===== config.mk =====
export PLATFORM = sky130hd
export DESIGN_NAME = rotf_top
export DESIGN_NICKNAME = d
export VERILOG_FILES = /design/src/verilog/rotf_pkg.sv /design/src/verilog/rotf_nv_store.sv /design/src/verilog/rotf_top.sv
export VERILOG_INCLUDE_DIRS = /design/src /design/src/verilog
export SDC_FILE = /design/constraint.sdc
export NUM_CORES = 1
export LEC_CHECK = 0
export BUFFER_PORTS_ARGS = -buffer_cell sky130_fd_sc_hd__buf_2
export CAP_MARGIN = 20
export CORE_ASPECT_RATIO = 0.6
export CORE_MARGIN = 5
export CORE_UTILIZATION = 55
export CTS_BUF_LIST = sky130_fd_sc_hd__clkbuf_2 sky130_fd_sc_hd__clkbuf_4 sky130_fd_sc_hd__clkbuf_8
export CTS_CLUSTER_DIAMETER = 150
export DETAILED_ROUTE_END_ITERATION = 10
export PLACE_DENSITY = 0.76
export SYNTH_ARGS = -nofsm -noshare
export SYNTH_HDL_FRONTEND = slang
export SYNTH_HIERARCHICAL = 1
export SYNTH_SLANG_ARGS = --single-unit
export TNS_END_PERCENT = 10

===== constraint.sdc =====
create_clock -name clk -period 2.95 [get_ports clk]
set_input_delay 0.4425 -clock clk [delete_from_list [all_inputs] [get_ports clk]]
set_output_delay 0.4425 -clock clk [all_outputs]
set_load 0.01 [all_outputs]

===== src/verilog/rotf_regs.svh =====
// constants for the host output and torque flag block
// Behaviour
// [RULE_01] torque flag on while estimated torque >= level; level 0..400, resets to 150
// [RULE_02] torque flag drops as soon as estimated torque falls below the level
// [RULE_03] select code 35 routes the torque flag to a terminal, 135 inverted
// [RULE_04] select code 96 makes a terminal host-driven, 196 inverted
// [RULE_05] host-driven terminal on for data bit 1, off for 0, swapped when inverted
// [RULE_06] both host data words are 12 bits, range 0..4095, reset to zero
// [RULE_07] word one bits 0..6 drive the seven base terminals; bits 7..11 free
// [RULE_08] word two: low seven bits to extensions, next three to relays, when fitted
// [RULE_09] terminal not host-driven ignores its data bit, follows its own function
// [RULE_10] retention and data words writable at any time, whatever the write lock
// [RULE_11] retention 0 or 10: power loss clears both words and host outputs
// [RULE_12] retention 1 or 11: words saved at power-off, restored at power recovery
// [RULE_13] drive reset clears both words; retention 10 or 11 holds them instead
// [RULE_14] retention 1: drive reset reloads the words saved at last power-off
// [RULE_15] host updates the words over the serial link or a communication option
// [RULE_16] outputs and torque compare registered; a word write reaches pins next cycle
`ifndef ROTF_REGS_SVH
`define ROTF_REGS_SVH

// parameter select codes on the write and read ports
`define ROTF_SEL_RETAIN   5'h00
`define ROTF_SEL_WORD1    5'h01
`define ROTF_SEL_WORD2    5'h02
`define ROTF_SEL_TLEVEL   5'h03
`define ROTF_SEL_FSEL0    5'h04
`define ROTF_SEL_STATUS   5'h1f

// terminal layout
`define ROTF_NUM_TERM     17
`define ROTF_NUM_BASE     7
`define ROTF_NUM_EXT      7
`define ROTF_NUM_RELAY    3

// function select codes
`define ROTF_FS_TORQUE    8'h23
`define ROTF_FS_TORQUE_N  8'h87
`define ROTF_FS_HOST      8'h60
`define ROTF_FS_HOST_N    8'hc4
`define ROTF_FS_INV_BASE  8'h64
`define ROTF_FS_MAX       8'hc7
`define ROTF_FS_RESET     8'h00

// retention settings
`define ROTF_RET_CLR      4'h0
`define ROTF_RET_PWR      4'h1
`define ROTF_RET_RST      4'ha
`define ROTF_RET_BOTH     4'hb

// torque level, percent
`define ROTF_TLEVEL_RESET 9'h096
`define ROTF_TLEVEL_MAX   9'h190

// write lock settings
`define ROTF_LOCK_STOPPED 2'h0
`define ROTF_LOCK_DENY    2'h1

// word reset and nonvolatile slots
`define ROTF_WORD_RESET   12'h000
`define ROTF_NV_RETAIN    2'h0
`define ROTF_NV_WORD1     2'h1
`define ROTF_NV_WORD2     2'h2
`define ROTF_NV_LAST      2'h3

`endif


===== src/verilog/rotf_pkg.sv =====
// types shared by the host output and torque flag block
package rotf_pkg;
	typedef logic [11:0] rotf_word_t;
	typedef logic [7:0]  rotf_fsel_t;
	typedef logic [3:0]  rotf_retain_t;
	typedef enum logic [1:0] {st_idle, st_save, st_load} rotf_seq_t;
endpackage


===== src/verilog/rotf_nv_store.sv =====
// small nonvolatile word store with registered read data
module rotf_nv_store #(
	parameter int WIDTH = 12,
	parameter int DEPTH = 4,
	parameter int AW    = 2
) (
	// clocking
	input  wire logic             clk,
	input  wire logic             ce,
	// whole-store erase, the only way contents change besides a write
	input  wire logic             erase,
	// single access port
	input  wire logic             we,
	input  wire logic [AW-1:0]    addr,
	input  wire logic [WIDTH-1:0] wdata,
	output logic      [WIDTH-1:0] rdata_q
);
	logic [WIDTH-1:0] mem_q [DEPTH];
	logic [WIDTH-1:0] mem_d [DEPTH];
	logic [WIDTH-1:0] rdata_d;

	// next contents; srst deliberately absent so words survive power cycling
	always_comb begin
		mem_d = mem_q;
		rdata_d = mem_q[addr];
		if (erase) begin
			for (int i = 0; i < DEPTH; i++) begin
				mem_d[i] = '0;
			end
			rdata_d = '0;
		end else if (we) begin
			mem_d[addr] = wdata;
		end
	end

	// storage and read register
	always_ff @(posedge clk) begin
		if (ce) begin
			mem_q <= mem_d;
			rdata_q <= rdata_d;
		end
	end
endmodule


===== src/verilog/rotf_top.sv =====
// host-driven output terminals with torque threshold flag
`include "rotf_regs.svh"

module rotf_top (
	// clocking and reset
	input  wire logic                      clk,
	input  wire logic                      srst,
	input  wire logic                      ce,
	// parameter write port
	input  wire logic                      wr_en,
	input  wire logic [4:0]                wr_sel,
	input  wire logic [11:0]               wr_data,
	output logic                           wr_ack,
	output logic                           wr_err,
	// parameter readback
	input  wire logic [4:0]                rd_sel,
	output logic      [11:0]               rd_data_q,
	// write lock and drive state
	input  wire logic [1:0]                write_lock_select,
	input  wire logic                      drive_stopped,
	// power and reset events
	input  wire logic                      power_down_pin,
	input  wire logic                      power_up_pin,
	input  wire logic                      reset_terminal_pin,
	input  wire logic                      comm_reset_req,
	input  wire logic                      nv_erase,
	// torque estimate in percent
	input  wire logic [8:0]                torque_est,
	// levels of natively assigned functions, one per terminal
	input  wire logic [`ROTF_NUM_TERM-1:0] native_fn_level,
	// option fitting
	input  wire logic                      ext_opt_fitted,
	input  wire logic                      relay_opt_fitted,
	// terminal outputs
	output logic                           torque_threshold_flag,
	output logic      [`ROTF_NUM_BASE-1:0] base_terms,
	output logic      [`ROTF_NUM_EXT-1:0]  extension_outputs,
	output logic      [`ROTF_NUM_RELAY-1:0] relay_option_outputs,
	output logic                           seq_busy
);
	// select code decoding
	function automatic logic fs_is_host(input rotf_pkg::rotf_fsel_t code);
		return (code == `ROTF_FS_HOST) || (code == `ROTF_FS_HOST_N);
	endfunction

	function automatic logic fs_is_torque(input rotf_pkg::rotf_fsel_t code);
		return (code == `ROTF_FS_TORQUE) || (code == `ROTF_FS_TORQUE_N);
	endfunction

	function automatic logic fs_inverted(input rotf_pkg::rotf_fsel_t code);
		return code >= `ROTF_FS_INV_BASE;
	endfunction

	// retention decoding
	function automatic logic ret_valid(input rotf_pkg::rotf_retain_t r);
		return (r == `ROTF_RET_CLR) || (r == `ROTF_RET_PWR) || (r == `ROTF_RET_RST) || (r == `ROTF_RET_BOTH);
	endfunction

	function automatic logic ret_keeps_power(input rotf_pkg::rotf_retain_t r);
		return (r == `ROTF_RET_PWR) || (r == `ROTF_RET_BOTH);
	endfunction

	function automatic logic ret_keeps_reset(input rotf_pkg::rotf_retain_t r);
		return (r == `ROTF_RET_RST) || (r == `ROTF_RET_BOTH);
	endfunction

	// pin synchronisers: bit 0 power down, 1 power up, 2 reset terminal
	logic [2:0] sync1_q;
	logic [2:0] sync2_q;
	logic [2:0] prev_q;
	logic [2:0] pin_edge;

	// parameter state
	rotf_pkg::rotf_retain_t ret_q;
	rotf_pkg::rotf_retain_t ret_d;
	rotf_pkg::rotf_word_t   w1_q;
	rotf_pkg::rotf_word_t   w1_d;
	rotf_pkg::rotf_word_t   w2_q;
	rotf_pkg::rotf_word_t   w2_d;
	logic [8:0]             lvl_q;
	logic [8:0]             lvl_d;
	rotf_pkg::rotf_fsel_t   fs_q [`ROTF_NUM_TERM];
	rotf_pkg::rotf_fsel_t   fs_d [`ROTF_NUM_TERM];
	logic [4:0]             fs_idx;
	logic                   locked;

	// save/restore sequencer
	rotf_pkg::rotf_seq_t    seq_q;
	rotf_pkg::rotf_seq_t    seq_d;
	logic [1:0]             cnt_q;
	logic [1:0]             cnt_d;
	logic                   load_ret_q;
	logic                   load_ret_d;
	logic                   nv_we;
	logic [1:0]             nv_addr;
	rotf_pkg::rotf_word_t   nv_wdata;
	rotf_pkg::rotf_word_t   nv_rdata;
	logic [1:0]             cap_addr;

	// events
	logic                   pwr_down;
	logic                   pwr_up;
	logic                   drv_reset;

	// outputs
	logic                           tq_q;
	logic                           tq_d;
	logic [`ROTF_NUM_TERM-1:0]      term_q;
	logic [`ROTF_NUM_TERM-1:0]      term_d;
	logic [`ROTF_NUM_TERM-1:0]      host_bits;
	logic [11:0]                    rd_d;

	// two stages before anything looks at a pin; edge taken on the second stage
	always_ff @(posedge clk) begin
		if (srst) begin
			sync1_q <= 3'h0;
			sync2_q <= 3'h0;
			prev_q <= 3'h0;
		end else if (ce) begin
			sync1_q <= {reset_terminal_pin, power_up_pin, power_down_pin};
			sync2_q <= sync1_q;
			prev_q <= sync2_q;
		end
	end

	assign pin_edge  = sync2_q & ~prev_q;
	assign pwr_down  = pin_edge[0];
	assign pwr_up    = pin_edge[1];
	assign drv_reset = pin_edge[2] | comm_reset_req;

	// lock only guards the torque level and select codes
	assign locked = (write_lock_select == `ROTF_LOCK_DENY) ||
	                ((write_lock_select == `ROTF_LOCK_STOPPED) && !drive_stopped);
	assign fs_idx = wr_sel - `ROTF_SEL_FSEL0;
	assign cap_addr = cnt_q - 2'h1;

	// save/restore sequencer next state
	always_comb begin
		seq_d = seq_q;
		cnt_d = cnt_q;
		load_ret_d = load_ret_q;
		nv_we = 1'b0;
		nv_addr = cnt_q;
		nv_wdata = `ROTF_WORD_RESET;
		case (seq_q)
			rotf_pkg::st_idle: begin
				cnt_d = 2'h0;
				if (pwr_down && ret_keeps_power(ret_q)) begin
					seq_d = rotf_pkg::st_save; // see [RULE_12]
				end else if (pwr_up) begin
					seq_d = rotf_pkg::st_load; // see [RULE_12]
					load_ret_d = 1'b1;
				end else if (drv_reset && (ret_q == `ROTF_RET_PWR)) begin
					seq_d = rotf_pkg::st_load; // see [RULE_14]
					load_ret_d = 1'b0;
				end
			end
			rotf_pkg::st_save: begin
				nv_we = 1'b1;
				case (cnt_q)
					`ROTF_NV_RETAIN: nv_wdata = {8'h00, ret_q};
					`ROTF_NV_WORD1:  nv_wdata = w1_q;
					default:         nv_wdata = w2_q;
				endcase
				cnt_d = cnt_q + 2'h1;
				if (cnt_q == `ROTF_NV_WORD2) begin
					seq_d = rotf_pkg::st_idle;
				end
			end
			rotf_pkg::st_load: begin
				// read data lags the address by one cycle, hence the extra count
				cnt_d = cnt_q + 2'h1;
				if (cnt_q == `ROTF_NV_LAST) begin
					seq_d = rotf_pkg::st_idle;
				end
			end
			default: begin
				seq_d = rotf_pkg::st_idle;
			end
		endcase
	end

	always_ff @(posedge clk) begin
		if (srst) begin
			seq_q <= rotf_pkg::st_idle;
			cnt_q <= 2'h0;
			load_ret_q <= 1'b0;
		end else if (ce) begin
			seq_q <= seq_d;
			cnt_q <= cnt_d;
			load_ret_q <= load_ret_d;
		end
	end

	rotf_nv_store #(
		.WIDTH (12),
		.DEPTH (4),
		.AW    (2)
	) u_nv (
		.clk     (clk),
		.ce      (ce),
		.erase   (nv_erase),
		.we      (nv_we),
		.addr    (nv_addr),
		.wdata   (nv_wdata),
		.rdata_q (nv_rdata)
	);

	// parameter next values: host writes first, then restore and reset events
	always_comb begin
		ret_d = ret_q;
		w1_d = w1_q;
		w2_d = w2_q;
		lvl_d = lvl_q;
		fs_d = fs_q;
		wr_ack = 1'b0;
		wr_err = 1'b0;
		if (wr_en) begin
			case (wr_sel)
				`ROTF_SEL_RETAIN: begin
					if (ret_valid(wr_data[3:0]) && (wr_data[11:4] == 8'h00)) begin
						ret_d = wr_data[3:0]; // see [RULE_10]
						wr_ack = 1'b1;
					end else begin
						wr_err = 1'b1;
					end
				end
				`ROTF_SEL_WORD1: begin
					w1_d = wr_data; // see [RULE_06] [RULE_10] [RULE_15]
					wr_ack = 1'b1;
				end
				`ROTF_SEL_WORD2: begin
					w2_d = wr_data; // see [RULE_06] [RULE_10] [RULE_15]
					wr_ack = 1'b1;
				end
				`ROTF_SEL_TLEVEL: begin
					if (!locked && (wr_data <= {3'h0, `ROTF_TLEVEL_MAX})) begin
						lvl_d = wr_data[8:0]; // see [RULE_01]
						wr_ack = 1'b1;
					end else begin
						wr_err = 1'b1;
					end
				end
				default: begin
					if ((wr_sel >= `ROTF_SEL_FSEL0) && (fs_idx < 5'(`ROTF_NUM_TERM)) && !locked &&
					    (wr_data <= {4'h0, `ROTF_FS_MAX})) begin
						fs_d[fs_idx] = wr_data[7:0];
						wr_ack = 1'b1;
					end else begin
						wr_err = 1'b1;
					end
				end
			endcase
		end
		// restored words land over any write in the same cycle
		if ((seq_q == rotf_pkg::st_load) && (cnt_q != 2'h0)) begin
			case (cap_addr)
				`ROTF_NV_RETAIN: begin
					if (load_ret_q && ret_valid(nv_rdata[3:0])) begin
						ret_d = nv_rdata[3:0];
					end
				end
				`ROTF_NV_WORD1: begin
					if (load_ret_q && !ret_keeps_power(ret_q)) begin
						w1_d = `ROTF_WORD_RESET; // see [RULE_11]
					end else begin
						w1_d = nv_rdata; // see [RULE_12] [RULE_14]
					end
				end
				default: begin
					if (load_ret_q && !ret_keeps_power(ret_q)) begin
						w2_d = `ROTF_WORD_RESET; // see [RULE_11]
					end else begin
						w2_d = nv_rdata; // see [RULE_12] [RULE_14]
					end
				end
			endcase
		end
		// power loss without retention drops the words at once
		if (pwr_down && !ret_keeps_power(ret_q)) begin
			w1_d = `ROTF_WORD_RESET; // see [RULE_11]
			w2_d = `ROTF_WORD_RESET;
		end
		// drive reset: clear unless held; retention 1 reloads via the sequencer
		if (drv_reset && (seq_q == rotf_pkg::st_idle) && !ret_keeps_reset(ret_q)) begin
			w1_d = `ROTF_WORD_RESET; // see [RULE_13]
			w2_d = `ROTF_WORD_RESET;
		end
	end

	always_ff @(posedge clk) begin
		if (srst) begin
			ret_q <= `ROTF_RET_CLR;
			w1_q <= `ROTF_WORD_RESET; // see [RULE_06]
			w2_q <= `ROTF_WORD_RESET;
			lvl_q <= `ROTF_TLEVEL_RESET; // see [RULE_01]
			for (int i = 0; i < `ROTF_NUM_TERM; i++) begin
				fs_q[i] <= `ROTF_FS_RESET;
			end
		end else if (ce) begin
			ret_q <= ret_d;
			w1_q <= w1_d;
			w2_q <= w2_d;
			lvl_q <= lvl_d;
			fs_q <= fs_d;
		end
	end

	// host bit per terminal: base from word one, extension and relays from word two
	assign host_bits = {w2_q[9:0], w1_q[6:0]}; // see [RULE_07] [RULE_08]

	// terminal levels and torque compare
	always_comb begin
		tq_d = torque_est >= lvl_q; // see [RULE_01] [RULE_02]
		for (int i = 0; i < `ROTF_NUM_TERM; i++) begin
			if (fs_is_host(fs_q[i])) begin
				term_d[i] = host_bits[i] ^ fs_inverted(fs_q[i]); // see [RULE_04] [RULE_05]
			end else if (fs_is_torque(fs_q[i])) begin
				term_d[i] = tq_q ^ fs_inverted(fs_q[i]); // see [RULE_03]
			end else begin
				term_d[i] = native_fn_level[i] ^ fs_inverted(fs_q[i]); // see [RULE_09]
			end
		end
		// an absent option has no terminal to drive
		if (!ext_opt_fitted) begin
			term_d[13:7] = 7'h00; // see [RULE_08]
		end
		if (!relay_opt_fitted) begin
			term_d[16:14] = 3'h0; // see [RULE_08]
		end
	end

	// readback shows stored settings and live state
	always_comb begin
		rd_d = 12'h000;
		case (rd_sel)
			`ROTF_SEL_RETAIN: rd_d = {8'h00, ret_q};
			`ROTF_SEL_WORD1:  rd_d = w1_q;
			`ROTF_SEL_WORD2:  rd_d = w2_q;
			`ROTF_SEL_TLEVEL: rd_d = {3'h0, lvl_q};
			`ROTF_SEL_STATUS: rd_d = {10'h000, seq_q != rotf_pkg::st_idle, tq_q};
			default: begin
				if ((rd_sel >= `ROTF_SEL_FSEL0) && ((rd_sel - `ROTF_SEL_FSEL0) < 5'(`ROTF_NUM_TERM))) begin
					rd_d = {4'h0, fs_q[rd_sel - `ROTF_SEL_FSEL0]};
				end
			end
		endcase
	end

	// output registers, one cycle after the settings they follow
	always_ff @(posedge clk) begin
		if (srst) begin
			tq_q <= 1'b0;
			term_q <= '0;
			rd_data_q <= 12'h000;
		end else if (ce) begin
			tq_q <= tq_d; // see [RULE_16]
			term_q <= term_d; // see [RULE_16]
			rd_data_q <= rd_d;
		end
	end

	assign torque_threshold_flag = tq_q;
	assign base_terms            = term_q[6:0];
	assign extension_outputs     = term_q[13:7];
	assign relay_option_outputs  = term_q[16:14];
	assign seq_busy              = seq_q != rotf_pkg::st_idle;
endmodule

# Yosys cells after proc, flatten, opt, wreduce, memory -nomap -nowiden
# Index checks and enable logic that the tools add are counted.
# Widths: inputs -> output; s select.
# classes
n_addsub	4
magnitude_cmp	29
n_eq_ne	94
muxes	92
bitwise_logic	59
reduce_logical	88
# op_table
cell	n
$eq 8x8->1 const B	34
$mux 12	17
$bwmux 136	1
$eq 8x6->1 const B	17
$eq 8x7->1 const B	17
$ge 8x7->1 const B	17
$pmux 12 s5	1
$xor 1x1->1	51
$bwmux 48	1
$mux 48	1
$mux 1	45
$logic_or 1x1->1	43
$bmux 8 s5	1
$demux 8 s5	1
$mux 8	4
$bmux 12 s2	1
$demux 12 s2	1
$eq 4x4->1 const B	6
$mux 4	6
$pmux 12 s2	1
$eq 5x2->1 const B	4
$logic_and 1x1->1	17
$reduce_and 4->1	4
$eq 4x1->1 const B	3
39 further kinds	72
# totals
reg_bits	277
inputBits	62
out_inout_bits	33
elab_cells	401

# Depth between registers and ports, before layout
# Gate-level depths: netlist (run 1).
# depth
word_depth	11
ltp_mapped	10

# Hierarchy
# Netlist (run 1), hierarchy kept.
# by_module_without_submodules
module	instances	cells_each	area_each_um2	seq_area_each_um2
rotf_top	1	1370	12519.5	4344.2
rotf_nv_store	1	270	2917.8	1801.7

# Worst setup path before layout (run 1)
# No wires, ideal clock.
# synth_timing
path_type	input -> register
start	input port rd_sel[2]
end	register rd_data_q[2]
t_arrival_ns	2.895
path_slack_ns	-0.073
stages	9
path_buffers	2
cell_sequence	clkbuf_1 -> inv_1 -> ha_1 -> clkbuf_1 -> mux4_2 -> mux2i_1 -> o221ai_1 -> a221oi_1 -> nor2_1
# synth_between
elab_chain_len	7
word_cells_on_any_way	15
cone_classes	1 x add/sub; 2 x order compare; 4 x eq/ne; 5 x mux; 1 x bitwise; 2 x reduce/logical
# synth_lines
element	line	text
from (decl)	rotf_top.sv:16	input wire logic [4:0] rd_sel,
$sub 5x3->5 (no line)	--	
$not 5->6	rotf_top.sv:344	rd_d = {4'h0, fs_q[rd_sel - `ROTF_SEL_FSEL0]};
$bmux 8 s5	rotf_top.sv:344	
$mux 8 (2 in a row)	rotf_top.sv:344	
$mux 8	rotf_top.sv:343	if ((rd_sel >= `ROTF_SEL_FSEL0) && ((rd_sel - `ROTF_SEL_FSEL0) < 5'(`ROTF_NUM_TERM))) begin
$pmux 12 s5 *	rotf_top.sv:336	case (rd_sel)
to (signal assigned)	rotf_top.sv:359	rd_data_q <= rd_d;
to (decl)	rotf_top.sv:17	output logic [11:0] rd_data_q,
# Every way passes the cells marked *; elsewhere a longest branch is shown, timed or not. The select of a mux whose other input is x is not followed.
# A chain may end at the register's enable or synchronous reset.

# Worst setup path in the final report (run 1)
# layout_timing
start	input port wr_data[1]
end	output port wr_err
# layout_between
elab_chain_len	8
word_cells_on_any_way	17
cone_classes	2 x order compare; 3 x eq/ne; 5 x mux; 7 x reduce/logical
# layout_lines
element	line	text
from (decl)	rotf_top.sv:12	input wire logic [11:0] wr_data,
branches (longest 6 deep; another with $le 12x8->1)	--	
$pmux 1 s3 *	rotf_top.sv:219	case (wr_sel)
$mux 1 *	rotf_top.sv:218	if (wr_en) begin
to (decl)	rotf_top.sv:14	output logic wr_err,
# Mark *: on every way between the ends.

==> results of run 1 <==
## metal layers
metal | part of all wire | global-route usage
met3 | 0.15 | 0.121
met4 | 0.034 | 0.111
met1 | 0.42 | 0.469
met5 | 0 | 0
met2 | 0.39 | 0.415
## worst paths after layout
check	start	endpoint	slack, ns	cells after the start
worst min-delay path	reset_terminal_pin	sync1_q[2]$_SDFFE_PP0P_	0.11	3
worst max-delay path	wr_data[1]	wr_err	0.30	7
worst min register to register	term_q[13]$_SDFFE_PP0P_	term_q[13]$_SDFFE_PP0P_	0.48	2
worst max register to register	cnt_q[0]$_SDFFE_PP0P_	u_nv/mem_q[3]$_SDFFCE_PP0P_	0.45	8
## worst max-delay path: stages
cell      delay (ns)
buf_2           0.19
o41ai_1         0.73
a21oi_1         0.21
o211ai_1        0.22
a22oi_1         0.11
and2_1          0.16
buf_2           0.13
## layout by cell type (no fill, tap or decap), types with 25 or more instances in the layout
| master | instances |
|---|---|
| nand2_1 | 310 |
| dfxtp_1 | 217 |
| mux2i_1 | 193 |
| a21oi_1 | 108 |
| buf_2 | 94 |
| nor2_1 | 62 |
| edfxtp_1 | 60 |
| o21ai_0 | 56 |
| buf_4 | 54 |
| clkbuf_8 | 48 |
| inv_1 | 43 |
| mux4_2 | 38 |
| o211ai_1 | 30 |
| mux2_2 | 30 |
| ha_1 | 25 |
## area by class of cell
cell class / instances / share of cell area
repair buffers: 151 / 0.0544
clock inverters: 15 / 0.00552
multi-input cells: 1216 / 0.504
diodes: 3 / 0.000436
inverters: 45 / 0.00996
clock buffers: 56 / 0.0419
flip-flops and latches: 277 / 0.357
well taps: 367 / 0.0267
## power by group through the flow
| stage | registers [W] | clock network, W | logic (W) |
|---|---|---|---|
| finish | 0.00397 | 0.00322 | 0.000638 |
| floorplan | 0.00404 | 0 | 0.000347 |
| global route | 0.00397 | 0.00345 | 0.000673 |
| CTS | 0.00397 | 0.00326 | 0.000615 |
| global placement | 0.00405 | 0 | 0.000601 |
| detailed placement | 0.00405 | 0 | 0.000612 |
## sequential cells by signal, indices dropped and copies added, names as in the netlist
name,count
u_nv/rdata_q,12
load_ret_q,1
cnt_q,2
rd_data_q,12
torque_threshold_flag,1
w1_q,12
w2_q,12
fs_q,136
sync1_q,3
lvl_q,9
u_nv/mem_q,48
seq_q,2
prev_q,3
sync2_q,3
term_q,17
ret_q,4
## cells by family (layout without fill, tap and decap cells)
kind of cell	after synthesis	count (layout)
DFF	277	277
and+or+nand+nor	578	578
xor gates and xnor gates	6	6
muxes	261	261
buffers and inverters	147	267
AOI/OAI and AO/OA	346	346
adders and majority gates	25	25
other	0	3
## per-stage QoR
stage | power, W | std cells
after floorplan | 0.00439 | 1640
after global placement | 0.00465 | 2056
after detailed placement | 0.00466 | 2056
after CTS | 0.00784 | 2127
after global routing | 0.00810 | 2130
final | 0.00783 | 2130
==> metrics.md, run 1 <==
| Metric | Value |
|---|---|
| Row cnt | `47` |
| Crit path required time | `2.51 ns` |
| Post-synthesis mux area share | `0.202` |
| Die footprint | `0.0316 mm²` |
| Post-synth top cells | `nand2_1 (310), dfxtp_1 (217), mux2i_1 (193)` |
| DP Area | `0.0164 mm²` |
| Layout Cell Area excl Fill | `0.0172 mm²` |
| Root buffer cell | `clkbuf_8` |
| EDFF count, synth | `60` |
| RSZ-0062 raised after global routing | `false` |
| Total GRT Usage | `0.316` |
| Status | `finished, final reports clean` |
| Vias in the first global route | `13300` |
| HPWL Detailed | `36800 µm` |
| Area Overhead vs Synth | `11.5%` |
| DRC Markers | `0` |
| Fin util | `0.623` |
| Yosys cell types | `79` |
| Sequential cell area | `0.00615 mm²` |
| Routed WL | `51300 µm` |
| Synth Area in Adders | `0.0203` |
| P_sw | `0.00202 W` |
| Area contributors post-synth | `dfxtp_1 (28%), mux2i_1 (13%), edfxtp_1 (12%)` |
| Synthesized area per cell | `9.41 µm²` |
| Initial drt markers | `1981` |
| H-tree levels | `2` |
| Syn Nets | `1727` |
| Proportion of netlist area held by the largest area contributor | `0.281` |
| Sequential area share after synthesis | `0.398` |
| Internal Pwr Total | `0.00581 W` |
| Pleak | `7.10 nW` |
| Post-synth ARST share | `0` |
| Clk pwr share | `0.412` |
| Clock latency on the worst-skew pair | `0.57 ns` |
| Max cap viols | `0` |
| Multi-input logic area | `0.00868 mm²` |
| Area leader, netlist | `dfxtp_1` |
| Routability cong. | `1.02` |
| Highest clock rate | `378 MHz` |
| Initial antenna violation count | `3` |
| Die Wd | `226 µm` |
| Relative slew slack | `0.445` |
| Gate power share | `0.081` |
| Setup-failing EPs final | `0` |
| Ys Warns | `6` |
| Largest family of logic cells by synthesized area | `multiplexers` |
| Simple-gate share of the synthesized area | `0.189` |
| First-pass GRT wire length | `78100 µm` |
| Worst path arrival time | `2.20 ns` |
| Vias/cell | `6.59` |
| Compound-cell area share of the yosys netlist | `0.146` |
| Cts repair resizes | `0` |
| First-pass DRT Iterations | `5` |
| Core ar. | `0.0276 mm²` |
| Nets | `1821` |
| Vias | `14000` |
| Worst min path class | `in2reg` |
| Total grt overflow | `0` |
| Max VDD drop | `0.448 mV` |
| Worst hold slack | `0.114 ns` |
| Post-CTS setup repair buffer count | `0` |
| Least-Margin Pin Slew | `0.833 ns` |
| Sink Count | `277` |
| Hold-fix buffers, CTS | `0` |
| CTS Buffer Depth | `3` |
| PD cells | `455 mW/mm²` |
| Syn Std Cell Area | `0.0154 mm²` |
| Synthesized instance count | `1640` |
| Post-Synth XOR/XNOR Area | `0.00340` |
| Period Utilization, post-route | `0.897` |
| Die H | `140 µm` |
| CP Launch Type | `input port` |
| Post-synth top flop | `dfxtp_1` |
| Largest net degree at the start of global routing | `151` |
| Sw Ratio | `0.258` |
| Total CTS buffers | `43` |
| Ports | `95` |
| Filler instances | `2301` |
| Crit end category | `output port` |
| Final Max Tran Viols | `0` |
| Port Buffer Count | `94` |
| Layout cells sized above 1 | `0.184` |
| Post-Place Setup Slack | `0.176 ns` |
| Average wire per standard cell | `24.1 µm` |
| Antenna-violating nets left | `0` |
| Fin crit period | `2.65 ns` |
| Skew final | `0.0215 ns` |
| Seq cells post-synth | `277` |
| Most frequent cell after synthesis | `nand2_1` |
| CP Max Fanout | `7` |
| Setup ws final | `0.303 ns` |
| Initial Utilization | `0.559` |
| Clock-pin slew on the worst setup and hold paths | `0.07 ns` |
| Fin Setup TNS | `0 ns` |
| Final Hold Viols | `0` |
| Sequential share of power | `0.507` |
| Critical path type | `in2out` |
| CTS tree | `yes` |
Note: power is estimated with default switching activity, not from simulation.
==> run 2, diff against run 1 <==
- CORE_MARGIN: 5 -> default
==> run 2 against run 1 <==
Compared with the run above: utilization grew 0.63 points; design area grew 0.79%; clock skew shrank 0.00080 ns; first-iteration DRC count grew 2.6%; sequential power is essentially flat; flip-flop and latch count is the same; fmax shrank 2.4%; power grew 6.7%; critical path depth grew 2; wire length shrank 3.8%; critical path type unchanged.
==> metrics.md, run 2 (same netlist as run 1, synthesis figures left out) <==
| Metric | Value |
|---|---|
| Largest register FFs | `136 (unchanged)` |
| Hold-fix buffers, CTS | `0 (unchanged)` |
| Status | `finished, final reports clean` |
| Reg with most FFs | `fs_q` |
| HPWL Detailed | `34800 µm (-5.5%)` |
| WP depth | `9 (+2)` |
| CTS Buffer Depth | `3 (unchanged)` |
| Hold Crit Start | `power_up_pin` |
| Pleak | `7.17 nW (+0.90%)` |
| Vias in the first global route | `13000 (-2.6%)` |
| CTS tree | `yes` |
| Port Buffer Count | `94 (unchanged)` |
| Nets | `1816 (-0.27%)` |
| CP Launch Type | `input port` |
| Final Hold Viols | `0 (unchanged)` |
| CP startpoint | `wr_sel[2]` |
| Initial antenna violation count | `1 (-2)` |
| Filler instances | `2303 (+0.087%)` |
| Hold Crit Depth | `3 (unchanged)` |
| Design Power | `0.00835 W (+6.7%)` |
| Clock-pin slew on the worst setup and hold paths | `0.07 ns (about the same)` |
| Skew final | `0.0207 ns (-0.000804 ns)` |
| PD cells | `481 mW/mm² (+5.9%)` |
| N_diodes | `0 (-3)` |
| H-tree levels | `2 (unchanged)` |
| Relative slew slack | `0.457 (+0.0124)` |
| Layout cells sized above 1 | `0.186 (+0.00217)` |
| Reg2reg path depth | `7 (-1)` |
| Crit path required time | `2.51 ns (about the same)` |
| Row cnt | `47 (unchanged)` |
| Vias/cell | `6.56 (-0.41%)` |
| Crit-path leading delay family | `compound AO/OA/AOI/OAI gates` |
| Cts repair resizes | `0 (unchanged)` |
| Initial drt markers | `2033 (+2.6%)` |
| Max VDD drop | `0.238 mV (-47%)` |
| Launch point of the worst reg-to-reg path | `cnt_q[0]$_SDFFE_PP0P_` |
| Total grt overflow | `0 (unchanged)` |
| Max cap viols | `0 (unchanged)` |
| Highest clock rate | `369 MHz (-2.4%)` |
| DRC Markers | `0 (unchanged)` |
| Worst min path class | `in2reg` |
| Slowest Stage Delay on Critical Path | `0.43 ns (-0.30 ns)` |
| Post-CTS setup repair buffer count | `0 (unchanged)` |
| First-pass GRT wire length | `75800 µm (-2.9%)` |
| Die Wd | `218 µm (-3.5%)` |
| Initial Utilization | `0.560 (+0.00119)` |
| Most frequent cells in the layout | `nand2_1 (310), dfxtp_1 (217), mux2i_1 (193), a21oi_1 (108), buf_2 (94)` |
| Die H | `132 µm (-5.7%)` |
| Core ar. | `0.0276 mm² (-0.21%)` |
| Least-Margin Pin Slew | `0.812 ns (-0.0209 ns)` |
| Die footprint | `0.0288 mm² (-9.1%)` |
| Final Max Tran Viols | `0 (unchanged)` |
| Routed WL | `49300 µm (-3.8%)` |
| Worst path arrival time | `2.27 ns (+0.07 ns)` |
| Fin Setup TNS | `0 ns (unchanged)` |
| Fin crit period | `2.71 ns (+0.0655 ns)` |
| Root buffer cell | `clkbuf_8` |
| Commonest non-fill, non-tap cell in the layout | `nand2_1` |
| Area Overhead vs Synth | `12.4%` |
| Setup-failing EPs final | `0 (unchanged)` |
| Total CTS buffers | `43 (unchanged)` |
| CP bufs+invs | `3 (+1)` |
| Total GRT Usage | `0.342 (+0.0259)` |
| Largest net degree at the start of global routing | `151 (unchanged)` |
| Crit end category | `output port` |
| Critical path type | `in2out` |
| Antenna-violating nets left | `0 (unchanged)` |
| Sink Count | `277 (unchanged)` |
| First-pass DRT Iterations | `5 (unchanged)` |
| Average wire per standard cell | `23.2 µm (-3.7%)` |
| Ports | `95 (unchanged)` |
| Clock latency on the worst-skew pair | `0.59 ns (+0.02 ns)` |
| Period Utilization, post-route | `0.920 (+0.0222)` |
| Routability cong. | `0.954 (-6.5%)` |
| CP Max Fanout | `7 (unchanged)` |
| Most used cell along the critical path | `buf_2` |
| Cell chain of the critical path | `buf_2 > inv_1 > ha_1 > nand2_1 > o31a_1 > o21ai_0 > a22oi_1 > and2_1 > buf_2` |
| Max stage delay cell, worst path | `ha_1` |
| RSZ-0062 raised after global routing | `false` |
| Largest registers | `fs_q (136), u_nv/mem_q (48), term_q (17)` |
| Vias | `14000 (-0.51%)` |
[run 2: changes by cell type in the layout (fill, tap and decap cells not counted), sizes merged]
cell	change
bufinv	+2
clkinv	-9
diode	-3
clkbuf	+13
buf	-5
[run 2: worst min-delay path, cell delays in order]
cell	delay (ns)
buf_2	0.07
mux2i_1	0.05
nor2_1	0.07
[run 2: layout make-up]
class,instances,area [µm²],area share
clock inverters,8,116,0.00671
clock buffers,69,881,0.0508
inverters,45,171,0.00988
repair buffers,146,898,0.0518
flip-flops and latches,277,6150,0.354
well taps,367,459,0.0265
multi-input cells,1216,8680,0.500
[run 2: layer usage]
metal,share of wire,GRT usage
met1,0.45,0.539
met2,0.40,0.461
met3,0.13,0.0738
met4,0.023,0.0956
met5,0,0
[run 2: final timing paths]
check	to	slack [ns]
worst min-delay path	sync1_q[1]$_SDFFE_PP0P_	0.09
worst min register to register	term_q[3]$_SDFFE_PP0P_	0.49
worst max register to register	ret_q[0]$_SDFFE_PP0P_	0.39
worst max-delay path	wr_err	0.24
[run 2: through the flow]
step	hold slack [ns]	util	std cells	area [µm²]	setup WS, ns
3_5_place_dp	0.476	0.593	2051	16400	0.193
6_report	0.0932	0.629	2128	17400	0.237
5_1_grt	0.101	0.629	2128	17400	0.0554
4_1_cts	0.0732	0.629	2128	17400	0.282
3_3_place_gp	0.465	0.593	2051	16400	0.241
2_1_floorplan	0.451	-	1640	15400	0.190
[run 2: report_power, final]
group / total, W / leakage, nW / internal, W / switching (W)
Sequential: 0.00397 / 2.34 / 0.00393 / 0.0000355
Combinational: 0.000628 / 4.30 / 0.000203 / 0.000426
Clock: 0.00376 / 0.530 / 0.00215 / 0.00160
Total: 0.00835 / 7.17 / 0.00629 / 0.00207
